**config.mk**
```make
export PLATFORM = sky130hd
export DESIGN_NAME = mpfc_top
export DESIGN_NICKNAME = d
export VERILOG_FILES = /design/src/hdl/mpfc_pkg.sv /design/src/hdl/mpfc_sync.sv /design/src/hdl/mpfc_pad.sv /design/src/hdl/mpfc_top.sv
export VERILOG_INCLUDE_DIRS = /design/src /design/src/hdl
export SDC_FILE = /design/constraint.sdc
export NUM_CORES = 1
export LEC_CHECK = 0
export ABC_AREA = 1
export BUFFER_PORTS_ARGS = -buffer_cell sky130_fd_sc_hd__buf_2
export CAP_MARGIN = 20
export CORE_AREA = 2 2 54 77
export CTS_CLUSTER_SIZE = 20
export DETAILED_ROUTE_END_ITERATION = 7
export DIE_AREA = 0 0 56 79
export GPL_ROUTABILITY_DRIVEN = 0
export PLACE_DENSITY = 0.84
export SLEW_MARGIN = 20
export SYNTH_ARGS = -nofsm -noshare
export SYNTH_HDL_FRONTEND = slang
export SYNTH_HIERARCHICAL = 1
export SYNTH_SLANG_ARGS = --single-unit
```
**constraint.sdc**
```tcl
create_clock -name i_clk -period 1.5 [get_ports i_clk]
set_input_delay 0.075 -clock i_clk [delete_from_list [all_inputs] [get_ports i_clk]]
set_output_delay 0.075 -clock i_clk [all_outputs]
set_load 0.01 [all_outputs]
```
**src/hdl/mpfc_consts.svh**
```systemverilog
// offsets, field positions, reset values for the pin setup block
`ifndef MPFC_CONSTS_SVH
`define MPFC_CONSTS_SVH
`define MPFC_ADDR_W        8
`define MPFC_OFS_TRDY      8'h2C
`define MPFC_OFS_SRDY      8'h2D
`define MPFC_OFS_DATA      8'h2E
`define MPFC_OFS_PINSTAT   8'h40
`define MPFC_OFS_GPIO_OUT  8'h41
`define MPFC_RST_SETUP     8'h00
`define MPFC_BIT_PU        7
`define MPFC_BIT_PD        6
`define MPFC_BIT_RX_WAKE   5
`define MPFC_BIT_TX_PP     0
`define MPFC_TRDY_RSV_MASK 8'h38
`define MPFC_SRDY_RSV_MASK 8'h3C
`define MPFC_DATA_RSV_MASK 8'h1E
`endif

```
**src/hdl/mpfc_pkg.sv**
```systemverilog
// types for the pin setup block
package mpfc_pkg;
  typedef enum logic [2:0] {
    MPFC_TRDY_GPIO_IN  = 3'h0,
    MPFC_TRDY_GPIO_OD  = 3'h1,
    MPFC_TRDY_GPIO_PP  = 3'h2,
    MPFC_TRDY_MODEM_OD = 3'h3,
    MPFC_TRDY_MODEM_PP = 3'h4
  } mpfc_trdy_fn_t;
  typedef enum logic [1:0] {
    MPFC_SRDY_GPIO_IN = 2'h0,
    MPFC_SRDY_GPIO_OD = 2'h1,
    MPFC_SRDY_GPIO_PP = 2'h2
  } mpfc_srdy_fn_t;
endpackage

```
**src/hdl/mpfc_sync.sv**
```systemverilog
// two flip-flop synchroniser for pin inputs
`timescale 1ns/1ps
`default_nettype none
module mpfc_sync (
  input  wire logic       i_clk,   // core clock
  input  wire logic       i_nrst,  // async reset, active low
  input  wire logic [2:0] i_async, // raw pin levels
  output logic      [2:0] o_sync   // synchronised levels
);
  typedef struct packed {
    logic [2:0] meta;
    logic [2:0] sync;
  } mpfc_sync_st_t;
  mpfc_sync_st_t s_q, s_d;
  always_comb begin
    s_d      = s_q;
    s_d.meta = i_async;
    s_d.sync = s_q.meta;
  end
  always_ff @(posedge i_clk or negedge i_nrst) begin
    if (!i_nrst) begin
      // lines idle high; a zero here fakes a receive edge after reset
      s_q <= '1;
    end else begin
      s_q <= s_d;
    end
  end
  assign o_sync = s_q.sync;
endmodule // mpfc_sync
`default_nettype wire

```
**src/hdl/mpfc_pad.sv**
```systemverilog
// pad control for one configurable pin: drive, enable, pulls
`timescale 1ns/1ps
`default_nettype none
module mpfc_pad (
  input  wire logic i_is_out, // pin set up as output
  input  wire logic i_od,     // open-drain driver
  input  wire logic i_val,    // value to present
  input  wire logic i_pu,     // pull-up bit
  input  wire logic i_pd,     // pull-down bit
  output logic      o_out,    // pad output level
  output logic      o_oe_n,   // pad enable, low = driving
  output logic      o_pu,     // pull-up connect
  output logic      o_pd      // pull-down connect
);
  // open drain only ever drives low; a one releases the wire
  assign o_out  = i_od ? 1'b0 : i_val;
  assign o_oe_n = !(i_is_out && !(i_od && i_val));
  // pulls only for inputs, and pull-up wins
  assign o_pu   = !i_is_out && i_pu;
  assign o_pd   = !i_is_out && i_pd && !i_pu;
endmodule // mpfc_pad
`default_nettype wire

```
**src/hdl/mpfc_top.sv**
```systemverilog
// pin function setup for terminal-ready, set-ready and serial data pins
// Behaviour
// [RULE_01] pull-up bit 7 of modem pins acts only while the pin is input
// [RULE_02] pull-down bit 6 acts only as input and with pull-up clear
// [RULE_03] terminal-ready field 2:0: 000 input, 001 open drain, 010 push-pull
// [RULE_04] codes 011 and 100 drive modem DTR open drain or push-pull
// [RULE_05] software never writes terminal-ready codes 101 to 111
// [RULE_06] DTR use needs set-ready as input and other modem pins as GPIO
// [RULE_07] set-ready field 1:0: 00 input, 01 open drain, 10 push-pull
// [RULE_08] software never writes set-ready code 11
// [RULE_09] software writes zero into reserved bits of all three registers
// [RULE_10] data register bit 7 connects receive pin pull-up
// [RULE_11] bit 6 connects receive pull-down unless bit 7 is also set
// [RULE_12] receive activity wakes host only with bit 5 and global enable
// [RULE_13] data bit 0 picks transmit driver: 0 open drain, 1 push-pull
// [RULE_14] open drain pulls low for zero and releases for one
//
// Our own choice: strobed register access.
`timescale 1ns/1ps
`default_nettype none
`include "mpfc_consts.svh"
module mpfc_top (
  input  wire logic       i_clk,         // core clock, 25 MHz
  input  wire logic       i_nrst,        // async reset, active low
  input  wire logic [7:0] i_addr,        // register address
  input  wire logic [7:0] i_wdata,       // write data
  input  wire logic       i_wr,          // write strobe
  input  wire logic       i_rd,          // read strobe
  output logic      [7:0] o_rdata,       // read data, cycle after strobe
  input  wire logic       i_otp_load,    // load setups from otp image
  input  wire logic [7:0] i_otp_trdy,    // otp terminal-ready setup
  input  wire logic [7:0] i_otp_srdy,    // otp set-ready setup
  input  wire logic [7:0] i_otp_data,    // otp data pin setup
  input  wire logic       i_dtr,         // modem dtr level from uart
  input  wire logic       i_txd,         // transmit data from uart
  input  wire logic       i_rwk_global,  // device remote wakeup enable
  input  wire logic       i_suspended,   // bus in suspend
  input  wire logic       i_trdy_in,     // terminal-ready pin level
  input  wire logic       i_srdy_in,     // set-ready pin level
  input  wire logic       i_rxd_in,      // receive data pin level
  output logic            o_trdy_out,    // terminal-ready pad output
  output logic            o_trdy_oe_n,   // terminal-ready enable, low
  output logic            o_trdy_pu,     // terminal-ready pull-up
  output logic            o_trdy_pd,     // terminal-ready pull-down
  output logic            o_srdy_out,    // set-ready pad output
  output logic            o_srdy_oe_n,   // set-ready enable, low
  output logic            o_srdy_pu,     // set-ready pull-up
  output logic            o_srdy_pd,     // set-ready pull-down
  output logic            o_rxd_pu,      // receive pin pull-up
  output logic            o_rxd_pd,      // receive pin pull-down
  output logic            o_txd_out,     // transmit pad output
  output logic            o_txd_oe_n,    // transmit enable, low
  output logic            o_rxd_sync,    // synchronised receive data
  output logic            o_dsr,         // synchronised dsr to uart
  output logic            o_wake         // remote wakeup request pulse
);
  import mpfc_pkg::*;

  typedef struct packed {
    logic [7:0] trdy;
    logic [7:0] srdy;
    logic [7:0] data;
    logic [1:0] gpio_out;
    logic [7:0] rdata;
    logic       rxd_last;
    logic       wake;
  } mpfc_st_t;

  mpfc_st_t   s_q, s_d;
  logic [2:0] pins_sync;
  logic       trdy_out_sel, trdy_od, trdy_val;
  logic       srdy_out_sel, srdy_od;
  logic       rxd_s;

  function automatic logic [7:0] mpfc_clean(input logic [7:0] v,
                                            input logic [7:0] rsv);
    mpfc_clean = v & ~rsv;
  endfunction

  mpfc_sync u_sync (
    .i_clk   (i_clk),
    .i_nrst  (i_nrst),
    .i_async ({i_rxd_in, i_srdy_in, i_trdy_in}),
    .o_sync  (pins_sync)
  );
  assign rxd_s = pins_sync[2];

  // decode of the terminal-ready function field
  always_comb begin
    trdy_out_sel = 1'b0;
    trdy_od      = 1'b0;
    trdy_val     = s_q.gpio_out[0];
    case (mpfc_trdy_fn_t'(s_q.trdy[2:0]))
      MPFC_TRDY_GPIO_IN: begin // RULE_03
        trdy_out_sel = 1'b0;
      end
      MPFC_TRDY_GPIO_OD: begin // RULE_03
        trdy_out_sel = 1'b1;
        trdy_od      = 1'b1;
      end
      MPFC_TRDY_GPIO_PP: begin // RULE_03
        trdy_out_sel = 1'b1;
      end
      MPFC_TRDY_MODEM_OD: begin // RULE_04
        trdy_out_sel = 1'b1;
        trdy_od      = 1'b1;
        trdy_val     = i_dtr;
      end
      MPFC_TRDY_MODEM_PP: begin // RULE_04
        trdy_out_sel = 1'b1;
        trdy_val     = i_dtr;
      end
      default: begin
        // invalid codes: keep the pin an input so nothing fights the wire
        trdy_out_sel = 1'b0;
      end
    endcase
  end

  always_comb begin
    srdy_out_sel = 1'b0;
    srdy_od      = 1'b0;
    case (mpfc_srdy_fn_t'(s_q.srdy[1:0]))
      MPFC_SRDY_GPIO_IN: srdy_out_sel = 1'b0; // RULE_07
      MPFC_SRDY_GPIO_OD: begin // RULE_07
        srdy_out_sel = 1'b1;
        srdy_od      = 1'b1;
      end
      MPFC_SRDY_GPIO_PP: srdy_out_sel = 1'b1; // RULE_07
      default:           srdy_out_sel = 1'b0;
    endcase
  end

  mpfc_pad u_trdy (
    .i_is_out (trdy_out_sel),
    .i_od     (trdy_od),
    .i_val    (trdy_val),
    .i_pu     (s_q.trdy[`MPFC_BIT_PU]),
    .i_pd     (s_q.trdy[`MPFC_BIT_PD]),
    .o_out    (o_trdy_out),
    .o_oe_n   (o_trdy_oe_n),
    .o_pu     (o_trdy_pu), // RULE_01
    .o_pd     (o_trdy_pd)  // RULE_02
  );

  mpfc_pad u_srdy (
    .i_is_out (srdy_out_sel),
    .i_od     (srdy_od),
    .i_val    (s_q.gpio_out[1]),
    .i_pu     (s_q.srdy[`MPFC_BIT_PU]),
    .i_pd     (s_q.srdy[`MPFC_BIT_PD]),
    .o_out    (o_srdy_out),
    .o_oe_n   (o_srdy_oe_n),
    .o_pu     (o_srdy_pu), // RULE_01
    .o_pd     (o_srdy_pd)  // RULE_02
  );

  // receive pin is always an input, so its pull bits always apply and pull-up wins
  mpfc_pad u_rxd (
    .i_is_out (1'b0),
    .i_od     (1'b0),
    .i_val    (1'b0),
    .i_pu     (s_q.data[`MPFC_BIT_PU]),
    .i_pd     (s_q.data[`MPFC_BIT_PD]),
    .o_out    (),
    .o_oe_n   (),
    .o_pu     (o_rxd_pu), // RULE_10
    .o_pd     (o_rxd_pd)  // RULE_11
  );

  // transmit pin is always an output
  mpfc_pad u_txd (
    .i_is_out (1'b1),
    .i_od     (!s_q.data[`MPFC_BIT_TX_PP]), // RULE_13
    .i_val    (i_txd),
    .i_pu     (1'b0),
    .i_pd     (1'b0),
    .o_out    (o_txd_out),
    .o_oe_n   (o_txd_oe_n), // RULE_14
    .o_pu     (),
    .o_pd     ()
  );

  always_comb begin
    s_d          = s_q;
    s_d.rxd_last = rxd_s;
    // any receive edge while suspended counts as wake activity
    s_d.wake     = i_suspended && (rxd_s != s_q.rxd_last) &&
                   s_q.data[`MPFC_BIT_RX_WAKE] && i_rwk_global; // RULE_12
    if (i_otp_load) begin
      // reserved bits are forced to zero so reads stay clean
      s_d.trdy = mpfc_clean(i_otp_trdy, `MPFC_TRDY_RSV_MASK);
      s_d.srdy = mpfc_clean(i_otp_srdy, `MPFC_SRDY_RSV_MASK);
      s_d.data = mpfc_clean(i_otp_data, `MPFC_DATA_RSV_MASK);
    end else if (i_wr) begin
      case (i_addr)
        `MPFC_OFS_TRDY:
          s_d.trdy = mpfc_clean(i_wdata, `MPFC_TRDY_RSV_MASK);
        `MPFC_OFS_SRDY:
          s_d.srdy = mpfc_clean(i_wdata, `MPFC_SRDY_RSV_MASK);
        `MPFC_OFS_DATA:
          s_d.data = mpfc_clean(i_wdata, `MPFC_DATA_RSV_MASK);
        `MPFC_OFS_GPIO_OUT:
          s_d.gpio_out = i_wdata[1:0];
        default: s_d.gpio_out = s_q.gpio_out;
      endcase
    end
    s_d.rdata = 8'h00;
    if (i_rd) begin
      case (i_addr)
        `MPFC_OFS_TRDY:     s_d.rdata = s_q.trdy;
        `MPFC_OFS_SRDY:     s_d.rdata = s_q.srdy;
        `MPFC_OFS_DATA:     s_d.rdata = s_q.data;
        `MPFC_OFS_PINSTAT:  s_d.rdata = {5'h00, pins_sync};
        `MPFC_OFS_GPIO_OUT: s_d.rdata = {6'h00, s_q.gpio_out};
        default:            s_d.rdata = 8'h00;
      endcase
    end
  end

  always_ff @(posedge i_clk or negedge i_nrst) begin
    if (!i_nrst) begin
      s_q          <= '0;
      s_q.rxd_last <= 1'b1;
    end else begin
      s_q <= s_d;
    end
  end

  assign o_rdata    = s_q.rdata;
  assign o_wake     = s_q.wake;
  assign o_rxd_sync = rxd_s;
  assign o_dsr      = pins_sync[1];

  a_trdy_pull_out: assert property (@(posedge i_clk) disable iff (!i_nrst)
    (s_q.trdy[2:0] inside {3'h1, 3'h2, 3'h3, 3'h4}) |->
    (!o_trdy_pu && !o_trdy_pd))
    else $error("pull active on output pin"); // RULE_01
  a_trdy_pull_in: assert property (@(posedge i_clk) disable iff (!i_nrst)
    (s_q.trdy[2:0] == 3'h0) |->
    (o_trdy_pu == s_q.trdy[7]) && (o_trdy_pd == (s_q.trdy[6] && !s_q.trdy[7])))
    else $error("input pull wrong"); // RULE_02
  a_srdy_pull: assert property (@(posedge i_clk) disable iff (!i_nrst)
    (o_srdy_pd |-> !o_srdy_pu && s_q.srdy[1:0] == 2'h0))
    else $error("set-ready pull-down wrong"); // RULE_02
  a_trdy_pp_drive: assert property (@(posedge i_clk) disable iff (!i_nrst)
    (s_q.trdy[2:0] == 3'h4) |-> (!o_trdy_oe_n && o_trdy_out == i_dtr))
    else $error("dtr push-pull wrong"); // RULE_04
  a_trdy_in_float: assert property (@(posedge i_clk) disable iff (!i_nrst)
    (s_q.trdy[2:0] == 3'h0) |-> o_trdy_oe_n)
    else $error("input pin driven"); // RULE_03
  a_srdy_od_drive: assert property (@(posedge i_clk) disable iff (!i_nrst)
    (s_q.srdy[1:0] == 2'h1) |->
    (o_srdy_oe_n == s_q.gpio_out[1]) && !o_srdy_out)
    else $error("set-ready open drain wrong"); // RULE_07
  a_rxd_pulls: assert property (@(posedge i_clk) disable iff (!i_nrst)
    (o_rxd_pu == s_q.data[7]) && (o_rxd_pd == (s_q.data[6] && !s_q.data[7])))
    else $error("receive pulls wrong"); // RULE_11
  a_wake_gate: assert property (@(posedge i_clk) disable iff (!i_nrst)
    o_wake |-> $past(s_q.data[5]) && $past(i_rwk_global))
    else $error("wake without enables"); // RULE_12
  a_tx_od_drive: assert property (@(posedge i_clk) disable iff (!i_nrst)
    !s_q.data[0] |-> (o_txd_oe_n == i_txd) && !o_txd_out)
    else $error("transmit open drain wrong"); // RULE_14
  a_tx_pp_drive: assert property (@(posedge i_clk) disable iff (!i_nrst)
    s_q.data[0] |-> !o_txd_oe_n && (o_txd_out == i_txd))
    else $error("transmit push-pull wrong"); // RULE_13
endmodule // mpfc_top
`default_nettype wire

```
# After elaboration in Yosys (flattened, before gate mapping)
# Cells that the tools add are included.
# totals
register_bits,42
inputBits,52
output_inout_bits,23
wordCells,75
# op_classes
n_eq_ne,12
n_mux,16
bitwise,1
reduce_logical,37
# ops
operator,n
case mux 8 bit (5 select lines),1
two-way mux 8 bit,4
two-way mux 26 bit,1
"== test 8 x 6 -> 1 bit, second input constant",3
two-way mux 24 bit,1
"== test 8 x 7 -> 1 bit, second input constant",2
logical AND 1 bit,15
zero test 1 bit,10
two-way mux 1 bit,8
nonzero test 2 bit,4
"== test 3 x 2 -> 1 bit, second input constant",2
AND reduction 2 bit,3
OR reduction 2 bit,3
OR reduction 4 bit,1
"== test 3 x 1 -> 1 bit, second input constant",1
"== test 3 bit, second input constant",1
AND reduction 3 bit,1
"== test 2 x 1 -> 1 bit, second input constant",1
"== test 2 bit, second input constant",1
two-way mux 2 bit,1
inequality test 1 bit,1
NOT 1 bit,1

# Depth between registers and ports, before layout
# Gate-level depths: netlist (run 1).
# depth
word_depth,7
ltp_mapped,7
ltp_nobuf,7

# Hierarchy
# The synthesis (run 1) kept the hierarchy.
# modules_own_cells
module,n_inst,cells_per_inst,area_per_inst_um2,seq_area_each_um2
mpfc_top,1,182,1397.6,601.8
mpfc_sync,1,6,157.7,157.7
mpfc_pad,4,9,36.3,0.0

# Worst setup path after synthesis (run 1)
# OpenSTA, ideal clock, no wires.
# synth_path
kind,flip-flop to output port
from,register s_q[28] (netlist bit)
to,output port o_trdy_oe_n
arrival_ps,1224
path_slack_ps,201
stages_incl_launch_ff,7
path_buffers,0
path_cell_list,dfrtp_1 > inv_1 > nand2_1 > o21ai_0 > mux2_2 > nand2_1 > nand2_1
# synth_via
elab_chain_cells,7
# synth_rtl
element,line,rtl
"start, declared",mpfc_top.sv:69,"mpfc_st_t s_q, s_d;"
== test 3 bit / == test 3 x 2 -> 1 bit (equally long branches),mpfc_top.sv:93,case (mpfc_trdy_fn_t'(s_q.trdy[2:0]))
OR reduction 2 bit (no line) *,-,
two-way mux 1 bit *,mpfc_top.sv:93,
via trdy_val,mpfc_top.sv:71,"logic trdy_out_sel, trdy_od, trdy_val;"
logical AND 1 bit *,mpfc_pad.sv:17,assign o_oe_n = !(i_is_out && !(i_od && i_val));
zero test 1 bit *,mpfc_pad.sv:17,
logical AND 1 bit *,mpfc_pad.sv:17,
zero test 1 bit *,mpfc_pad.sv:17,
"end, declared",mpfc_top.sv:42,"output logic o_trdy_oe_n,"
# Mark *: on every way through the listed nets, which the timed path passes. The rest lies on a longest branch.

# Final worst setup path (run 1)
# layout_path
from,register s_q[28] (netlist bit)
to,output port o_trdy_pd
# layout_via
elab_chain_cells,6
# layout_rtl
element,line,rtl
"== test 3 bit, or another cell as far along",mpfc_top.sv:93,
OR reduction 4 bit (no line) *,-,
two-way mux 1 bit *,mpfc_top.sv:93,
via trdy_out_sel,mpfc_top.sv:71,
zero test 1 bit *,mpfc_pad.sv:20,assign o_pd = !i_is_out && i_pd && !i_pu;
logical AND 1 bit * (2 in a row),mpfc_pad.sv:20,
"end, declared",mpfc_top.sv:44,"output logic o_trdy_pd,"
# Marked as above.

==> key figures, run 1 <==
STA
  • RSZ-0062 raised after global routing: yes
  • Fmax: 0.5940 GHz
  • Pins Over Slew Limit: 0
  • Worst slew pin tran: 655.2 ps
  • Post-route minimum period: 1683 ps
  • Worst Slack Setup Final: -183.4 ps
  • Final worst-path cycle share: 1.122
  • Max_slew headroom: 0.5632
  • Clk_skew: roughly 6.0 ps
  • Setup-failing EPs final: 4
  • Final Hold Vio Count: 0

Global routing
  • Vias in the first global route: 1461
  • First-pass GRT wire length: 6506 µm
  • Initial antenna violation count: 0
  • Total track usage: 0.1923
  • Grt ovf: 0
  • Largest net degree at the start of global routing: 31

Critical path
  • Cells along the critical path: buf_6 -> nand3_4 -> o21ai_4 -> buf_6 -> a21o_1 -> inv_1 -> nand2_2 -> nor2_2 -> buf_2
  • Max FO, Critical Path: 3
  • Startpoint types: flip-flop
  • Buf+Inv Stages, Crit Path: 4
  • Slowest cell on crit path: dfrtp_1
  • Crit Path Class: flip-flop to primary output
  • Most used cell, CP: buf_6
  • Req. time, crit path: ~1400 ps
  • CP endpoint kind: primary output
  • CP top delay family: buffers and inverters
  • Worst Path Arrival: 1610 ps
  • CP max stage delay: 400 ps

Routing
  • Met3 wire length: 285 µm
  • Met2 routed WL: 2259 µm
  • Via count: around 1600
  • TritonRoute pass-1 iters: 4
  • Total wire length: 4201 µm
  • Via density: ~4.8
  • Uppermost routed layer: met4
  • DR iter-0 viols: between 60 and 70
  • Wirelength per Cell: between 10 and 15 µm
  • Number of remaining DRC errors: 0
  • Final ANT Viol Nets: 0
  • Met1 WL: roughly 1500 µm

Finish
  • Seq. cell area: 760.7 µm²
  • Final instance area: 2273 µm²
  • Commonest non-fill, non-tap cells in the layout: 61 x buf_2, 46 x nand2_1, 30 x inv_1
  • Diode count: 0
  • Nets: approximately 350
  • Fin util: 0.6009
  • Most common cell after layout, fill and taps aside: buf_2
  • Area used by multi-input combinational logic: between 700 and 800 µm²
  • Non-Filler Instances: between 300 and 400
  • Share of layout cells above drive strength 1: 0.3912
  • Area grow syn2layout: 36.62%
  • Filler instances: around 330

Clock network
  • TritonCTS clock tree: yes
  • Clk buf depth: 2
  • Worst skew pair latency: 280 ps
  • CTS clk-pin slew, worst paths: 60 ps
  • H-tree depth: 2
  • Total CTS buffers: 5
  • CTS Sinks: 30
  • Clk root buf: clkbuf_8

Min path
  • Hold/Removal Path Class: input pin to flip-flop

Place
  • # placed instances: 315
  • Dpl cell area: 1989 µm²
  • Pre-CTS WS: -6.784 ps
  • Dpl hpwl: 3077 µm
  • Port Buf Inserts: 61

Floorplanning
  • Die width: 56 µm
  • Die H: ~80 µm
  • Die Area: between 4000 and 5000 µm²
  • Starting Density: 0.4398
  • CORE AREA: approximately 3800 µm²
  • IO Count: between 70 and 80
  • Standard-cell rows: 27

Yosys
  • Synthesized area per cell: 7.740 µm²
  • Syn. warnings: 6
  • Syn Inst Count: 215
  • Post-Syn Area: about 1700 µm²

Run
  • Max Cap Violations: 0

Status
  • Failing checks: setup timing
  • Status: finished, violations left

Power and ir drop
  • Leakage power: approximately 1.3 nW
  • Peak VDD IR: approximately 0.00068 V
  • Cell area power density: 953.7 nW/µm²
-- path summary, 6_finish.rpt --
| path | startpoint | end | slack, ps | cells past startpoint |
|---|---|---|---|---|
| max | s_q[28] | o_trdy_pd | -180 | 9 |
| min | i_rd | o_rdata[7] | 30 | 3 |
| max reg2reg | s_q[28] | o_rdata[0] | 320 | 7 |
| min reg2reg | u_sync/s_d[1] | u_sync/o_sync[1] | 360 | 0 |
| max in group asynchronous | i_nrst | s_q[29] | 650 | 2 |
| min in group asynchronous | i_nrst | s_q[18] | 380 | 2 |
-- final cells by class --
type,count,share of cell area
clock buffers,7,0.03797
clock inverters,1,0.01321
inverters,37,0.06109
multi-input cells,141,0.3313
flip-flops and latches,30,0.3346
well taps,43,0.02367
repair buffers,78,0.1981
-- sequential cells by signal (all words and copies together) (netlist names) --
| name | flops |
|---|---|
| o_wake | 1 |
| o_rdata | 7 |
| u_sync/o_sync | 3 |
| u_sync/s_d | 3 |
| s_q | 16 |
-- stage by stage --
step / power [mW] / setup TNS (ps) / hold slack (ps)
floorplan: 1.091 / 0 / -220.6
finish: 2.168 / -540.7 / 34.51
CTS: 2.125 / -393.5 / 28.44
detailed placement: 1.244 / -6.784 / 139.9
global placement: 1.230 / 0 / 125.5
global route: 2.263 / -820.0 / 29.01
-- where the power goes --
part,total [mW],internal (mW),switching [mW]
clock,0.838,0.541,0.297
combinational,0.428,0.194,0.234
sequential,0.902,0.865,0.0375
total,2.17,1.60,0.569
-- tightest hold or removal path: cells and delay by family --
kind / cells / cell delay, ps
AO/OA/AOI/OAI: 1 / 70
buffers and inverters: 2 / 140
-- repair_timing --
action / in CTS / in global routing
endpoints found under the setup margin: 4 / 4
gates resized for setup: 10 / 8
setup buffers: 6 / 4
hold buffers: 4 / 0
pin swaps: 3 / 2
endpoints found under the hold margin: 26 / 0
-- per-layer routing --
layer  global-route usage  up-vias
met4              0.09048        0
met2               0.3447       70
met3              0.04072       10
met5                    0        -
li1                     -      817
met1               0.2145      734
Power figures use the tool's default switching activity.
==> run 2: changes to the inputs <==
CORE_AREA = 2 2 52 78   (was 2 2 54 77)
CTS_BUF_LIST = sky130_fd_sc_hd__clkbuf_8   (was not set)
DIE_AREA = 0 0 54 80   (was 0 0 56 79)
PLACE_DENSITY = 0.86   (was 0.84)
==> run 2 against run 1 <==
Net effect: the run still ends with setup timing left; clock power decreased by 4.2%; clock-buffer cell count decreased by 2; combinational power is 6.1% lower; worst hold slack worse by 12 ps; sequential power is essentially flat; non-clock buffer count down 5.
==> key figures, run 2 (synthesis results as in run 1) <==
Critical path
  • CP endpoint kind: primary output (unchanged)
  • CP startpoint: s_q[29] (was s_q[28])
  • CP max stage delay: 440 ps (was 400 ps)
  • Slowest cell on crit path: dfrtp_1 (unchanged)
  • Crit Path Class: flip-flop to primary output (unchanged)
  • Worst R2R Setup Slack: 430 ps (was 320 ps)
  • Reg2reg path depth: 6 (was 7)
  • Cells along the critical path: inv_2 -> nand2_4 -> o21ai_4 -> mux2_4 -> nand2_2 -> nand2_1 -> buf_2 (was buf_6 -> nand3_4 -> o21ai_4 -> buf_6 -> a21o_1 -> inv_1 -> nand2_2 -> nor2_2 -> buf_2)
  • Max FO, Critical Path: 3 (unchanged)
  • Startpoint types: flip-flop (unchanged)
  • Worst Path Arrival: 1620 ps (was 1610 ps)
  • Worst R2R Start: s_q[28] (unchanged)
  • R2r endpoint: o_rdata[0] (unchanged)
  • Req. time, crit path: 1420 ps (about the same)

Finish
  • Nets: 341 (was 346)
  • Fin util: 0.6087 (was 0.6009)
  • Seq. cell area: 759.5 µm² (was 760.7 µm²)
  • Area used by multi-input combinational logic: 747.0 µm² (was 753.2 µm²)
  • Filler instances: 342 (was 332)
  • Share of layout cells above drive strength 1: 0.3772 (was 0.3912)
  • Most common cell after layout, fill and taps aside: buf_2 (unchanged)
  • Max reg flops: 16 (unchanged)
  • Commonest non-fill, non-tap cells in the layout: 61 x buf_2, 47 x nand2_1, 29 x inv_1 (was 61 x buf_2, 46 x nand2_1, 30 x inv_1)
  • Area grow syn2layout: 33.46% (was 36.62%)
  • Diode count: 0 (unchanged)
  • Non-Filler Instances: 332 (was 337)
  • Largest Register: s_q (unchanged)

STA
  • Post-route minimum period: 1696 ps (was 1683 ps)
  • Fmax: 0.5896 GHz (was 0.5940 GHz)
  • Setup TNS: -611.9 ps (was -540.7 ps)
  • RSZ-0062 raised after global routing: yes (unchanged)
  • Final Hold Vio Count: 0 (unchanged)
  • Worst Slack Setup Final: -195.9 ps (was -183.4 ps)
  • Setup-failing EPs final: 4 (unchanged)
  • Worst slew pin tran: 666.6 ps (was 655.2 ps)
  • Hold WS: 22.04 ps (was 34.51 ps)
  • Pins Over Slew Limit: 0 (unchanged)
  • Clk_skew: 3.690 ps (was 5.952 ps)
  • Final worst-path cycle share: 1.131 (was 1.122)
  • Max_slew headroom: 0.5556 (was 0.5632)

Floorplanning
  • Die Area: 4320 µm² (was 4424 µm²)
  • Starting Density: 0.4561 (was 0.4398)
  • Die H: 80 µm (was 79 µm)
  • IO Count: 75 (unchanged)
  • Standard-cell rows: 27 (unchanged)
  • CORE AREA: 3649 µm² (was 3784 µm²)
  • Die width: 54 µm (was 56 µm)

Routing
  • DR iter-0 viols: 40 (was 63)
  • TritonRoute pass-1 iters: 4 (unchanged)
  • Total wire length: 4205 µm (was 4201 µm)
  • Number of remaining DRC errors: 0 (unchanged)
  • Via count: 1624 (was 1631)
  • Final ANT Viol Nets: 0 (unchanged)
  • Via density: 4.892 (was 4.840)
  • Wirelength per Cell: 12.67 µm (was 12.47 µm)

Power and ir drop
  • Total Power: 2.105 mW (was 2.168 mW)
  • Cell area power density: 947.9 nW/µm² (was 953.7 nW/µm²)
  • Leakage power: 1.241 nW (was 1.265 nW)
  • Peak VDD IR: 0.0006186 V (was 0.0006816 V)

Global routing
  • Initial antenna violation count: 0 (unchanged)
  • Total track usage: 0.2194 (was 0.1923)
  • Vias in the first global route: 1658 (was 1461)
  • Largest net degree at the start of global routing: 31 (unchanged)
  • Grt ovf: 0 (unchanged)
  • First-pass GRT wire length: 6824 µm (was 6506 µm)

Min path
  • Hold-critical path depth: 3 (unchanged)
  • Hold/Removal Path Class: input pin to flip-flop (unchanged)
  • Hold_sp: i_rwk_global (was i_rd)
  • Hold endpoint: o_wake (was o_rdata[7])

Clock network
  • Clk root buf: clkbuf_8 (unchanged)
  • CTS Sinks: 30 (unchanged)
  • Worst skew pair latency: 290 ps (was 280 ps)
  • H-tree depth: 2 (unchanged)
  • Total CTS buffers: 5 (unchanged)
  • TritonCTS clock tree: yes (unchanged)
  • Clk buf depth: 2 (unchanged)
  • CTS clk-pin slew, worst paths: 70 ps (was 60 ps)

Place
  • Port Buf Inserts: 61 (unchanged)
  • # placed instances: 314 (was 315)
  • Dpl hpwl: 3127 µm (was 3077 µm)

Status
  • Failing checks: setup timing (unchanged)
  • Status: finished, violations left (unchanged)

Run
  • Max Cap Violations: 0 (unchanged)
-- run 2: worst max-delay path: cells and delay by family, from the launching register on --
family | cells | cell delay, ps
muxes | 1 | 330
buffers and inverters | 2 | 250
AOI/OAI and AO/OA | 1 | 150
DFF | 1 | 440
and+or+nand+nor | 3 | 160
-- run 2: final cells by class --
cell class,count,share of cell area
multi-input cells,141,0.3363
clock inverters,3,0.01803
flip-flops and latches,30,0.3420
well taps,43,0.02423
inverters,37,0.06254
clock buffers,5,0.03099
repair buffers,73,0.1859
-- run 2: layer usage --
| layer | vias up | GRT usage | wire length, µm |
|---|---|---|---|
| met3 | 19 | 0.03933 | 274 |
| met2 | 77 | 0.3707 | 2277 |
| met5 | - | 0 | 0 |
| met4 | 0 | 0.1725 | 227 |
| li1 | 803 | - | - |
| met1 | 725 | 0.2257 | 1424 |
-- run 2: how the worst max path moves through the flow --
stage / endpoint / cells after the start
floorplan: o_trdy_oe_n / 6
global placement: o_trdy_oe_n / 7
detailed placement: o_trdy_oe_n / 7
CTS: o_trdy_pd / 9
global route: o_trdy_oe_n / 7
finish: o_trdy_oe_n / 7
-- run 2: stage by stage --
stage                     instance area (µm²)  setup WS, ps
after floorplan                          1672         201.0
final                                    2221        -195.9
after detailed placement                 1982         46.93
after global routing                     2221        -270.0
after global placement                   1982         98.03
after CTS                                2180        -164.2
-- run 2: power by group --
part / internal, mW / switching [mW] / total (mW)
logic: 0.179 / 0.223 / 0.402
registers: 0.864 / 0.0369 / 0.901
clock network: 0.488 / 0.315 / 0.803
-- run 2: repair_timing --
item / in CTS / in global routing
endpoints found under the hold margin: 26 / 0
pin swaps: 3 / 4
gates resized for setup: 9 / 7
setup buffers: 4 / 2
hold buffers: 4 / 0
endpoints found under the setup margin: 4 / 5
==> run 3: changes to the inputs <==
BUFFER_PORTS_ARGS = -buffer_cell sky130_fd_sc_hd__clkbuf_2   (was -buffer_cell sky130_fd_sc_hd__buf_2)
CAP_MARGIN = not set   (was 20)
clock period = 1.82 ns   (was 1.5 ns; I/O delays follow)
==> run 3 against run 2 <==
Net effect: the flow now finishes without violations; total power fell by 27%; non-clock buffer count fell by 8; design area fell by 5.4%; critical path type unchanged; critical endpoint unchanged; largest cell class unchanged; largest power group unchanged.
==> key figures, run 3 (synthesis results as in run 1) <==
Critical path
  • Req. time, crit path: 1730 ps (was 1420 ps)
  • Worst R2R Start: s_q[27] (was s_q[28])
  • Startpoint types: flip-flop (unchanged)
  • CP startpoint: s_q[30] (was s_q[29])
  • Crit Path Class: flip-flop to primary output (unchanged)
  • Worst Path Arrival: 1620 ps (about the same)
  • Max FO, Critical Path: 4 (was 3)
  • CP endpoint kind: primary output (unchanged)

Global routing
  • First-pass GRT wire length: 5989 µm (was 6824 µm)
  • Largest net degree at the start of global routing: 31 (unchanged)
  • Initial antenna violation count: 0 (unchanged)
  • Grt ovf: 0 (unchanged)
  • Total track usage: 0.1886 (was 0.2194)
  • Vias in the first global route: 1494 (was 1658)

Finish
  • Area grow syn2layout: 26.32% (was 33.46%)
  • Largest Register: s_q (unchanged)
  • Nets: 333 (was 341)
  • Non-Filler Instances: 324 (was 332)
  • Commonest non-fill, non-tap cells in the layout: 61 x clkbuf_2, 49 x nand2_1, 35 x inv_1 (was 61 x buf_2, 47 x nand2_1, 29 x inv_1)
  • Filler instances: 351 (was 342)
  • Diode count: 0 (unchanged)
  • Final instance area: 2102 µm² (was 2221 µm²)
  • Max reg flops: 16 (unchanged)
  • Share of layout cells above drive strength 1: 0.3274 (was 0.3772)
  • Most common cell after layout, fill and taps aside: clkbuf_2 (was buf_2)

Clock network
  • TritonCTS clock tree: yes (unchanged)
  • Worst skew pair latency: 280 ps (was 290 ps)
  • H-tree depth: 2 (unchanged)
  • CTS Sinks: 30 (unchanged)
  • Total CTS buffers: 5 (unchanged)
  • Clk root buf: clkbuf_8 (unchanged)
  • Clk buf depth: 2 (unchanged)
  • CTS clk-pin slew, worst paths: 60 ps (was 70 ps)

STA
  • Pins Over Slew Limit: 0 (unchanged)
  • Worst slew pin tran: 707.5 ps (was 666.6 ps)
  • Fmax: around 0.59 GHz
  • Max_slew headroom: 0.5283 (was 0.5556)
  • RSZ-0062 raised after global routing: no (was yes)
  • Setup TNS: 0 ps (was -611.9 ps)
  • Post-route minimum period: 1708 ps
  • Setup-failing EPs final: 0 (was 4)
  • Clk_skew: 3.094 ps (was 3.690 ps)
  • Final Hold Vio Count: 0 (unchanged)
  • Worst Slack Setup Final: 112.2 ps (was -195.9 ps)
  • Hold WS: 32.37 ps (was 22.04 ps)
  • Final worst-path cycle share: 0.9384

Floorplanning
  • Standard-cell rows: 27 (unchanged)
  • Starting Density: 0.4561 (unchanged)
  • Die Area: 4320 µm² (unchanged)
  • Die width: 54 µm (unchanged)
  • IO Count: 75 (unchanged)
  • Die H: 80 µm (unchanged)
  • CORE AREA: 3649 µm² (unchanged)

Power and ir drop
  • Int Pwr: 1.124 mW (was 1.530 mW)
  • Comb pwr share: 0.175 (was 0.191)
  • Cell area power density: 735.8 nW/µm² (was 947.9 nW/µm²)
  • Peak VDD IR: 0.0004489 V (was 0.0006186 V)
  • P_sw: 0.4228 mW (was 0.5747 mW)
  • Leakage power: 1.187 nW (was 1.241 nW)
  • Sw Share: 0.2734 (was 0.2730)
  • Fraction of power consumed by sequential logic: 0.479 (was 0.428)
  • Clock power share: 0.346 (was 0.381)

Place
  • Port Buf Inserts: 61 (unchanged)
  • # placed instances: 312 (was 314)
  • Pre-CTS WS: 334.8 ps (was 46.93 ps)
  • Dpl hpwl: 2962 µm (was 3127 µm)
  • Dpl cell area: 1967 µm² (was 1982 µm²)

Routing
  • Wirelength per Cell: 11.10 µm (was 12.67 µm)
  • TritonRoute pass-1 iters: 4 (unchanged)
  • DR iter-0 viols: 26 (was 40)
  • Total wire length: 3595 µm (was 4205 µm)
  • Final ANT Viol Nets: 0 (unchanged)
  • Via density: 4.667 (was 4.892)
  • Via count: 1512 (was 1624)
  • Number of remaining DRC errors: 0 (unchanged)

Min path
  • Hold/Removal Path Class: input pin to flip-flop (unchanged)
  • Hold_sp: i_suspended (was i_rwk_global)

Status
  • Status: finished clean (was finished, violations left)

Run
  • Max Cap Violations: 0 (unchanged)
==> run 3: cell types whose count changed in the layout (fill, tap and decap cells not counted), sizes merged <==
cell / change
buf: -69
clkbuf: +62
bufinv: -1
clkinv: -1
inv: +1
==> run 3: power groups by stage <==
stage | registers, mW | clock network (mW) | logic [mW]
after floorplan | 0.746 | 0 | 0.154
after global placement | 0.750 | 0 | 0.258
after detailed placement | 0.752 | 0 | 0.265
after CTS | 0.741 | 0.549 | 0.273
after global routing | 0.745 | 0.570 | 0.311
final | 0.741 | 0.535 | 0.271
==> run 3: final cells by class <==
cell class | instances | area (µm²) | share of cell area
Timing Repair Buffer | 65 | 345.3 | 0.1643
Multi-Input combinational cell | 141 | 713.2 | 0.3393
Clock inverter | 2 | 8.758 | 0.004167
Clock buffer | 6 | 82.58 | 0.03929
Tap cell | 43 | 53.80 | 0.02560
Sequential cell | 30 | 759.5 | 0.3613
Inverter | 37 | 138.9 | 0.06607
==> run 3: what timing repair did <==
action                                  CTS  global route
gates resized for setup                   0             2
hold buffers                              4             0
endpoints found under the setup margin    0             2
endpoints found under the hold margin    26             0
setup buffers                             0             0
==> run 3: through the flow <==
step	power (mW)	util
2_1_floorplan	0.8995	-
4_1_cts	1.562	0.5751
3_3_place_gp	1.008	0.5391
5_1_grt	1.626	0.5761
6_report	1.547	0.5761
3_5_place_dp	1.017	0.5391
==> run 3: path summary, 6_finish.rpt <==
check / to / slack (ps) / cells past startpoint
max: o_trdy_oe_n / 110 / 7
min: o_wake / 30 / 3
max reg2reg: o_rdata[7] / 850 / 4
min reg2reg: u_sync/o_sync[0] / 360 / 0
max in group asynchronous: o_rdata[4] / 980 / 2
min in group asynchronous: o_wake / 390 / 2
==> run 3: critical path: stages (launching register included) <==
cell	delay (ps)
dfrtp_1	420
inv_1	140
nand3_1	110
o21ai_2	80
mux2_2	360
nand2_1	60
nand2_1	50
clkbuf_2	120
==> run 3: per-layer routing <==
| metal | GRT usage | vias to the layer above | share of wire |
|---|---|---|---|
| li1 | - | 788 | - |
| met2 | 0.3366 | 47 | 0.52 |
| met4 | 0.09250 | 0 | 0.024 |
| met5 | 0 | - | 0 |
| met1 | 0.2070 | 670 | 0.40 |
| met3 | 0.02809 | 7 | 0.053 |
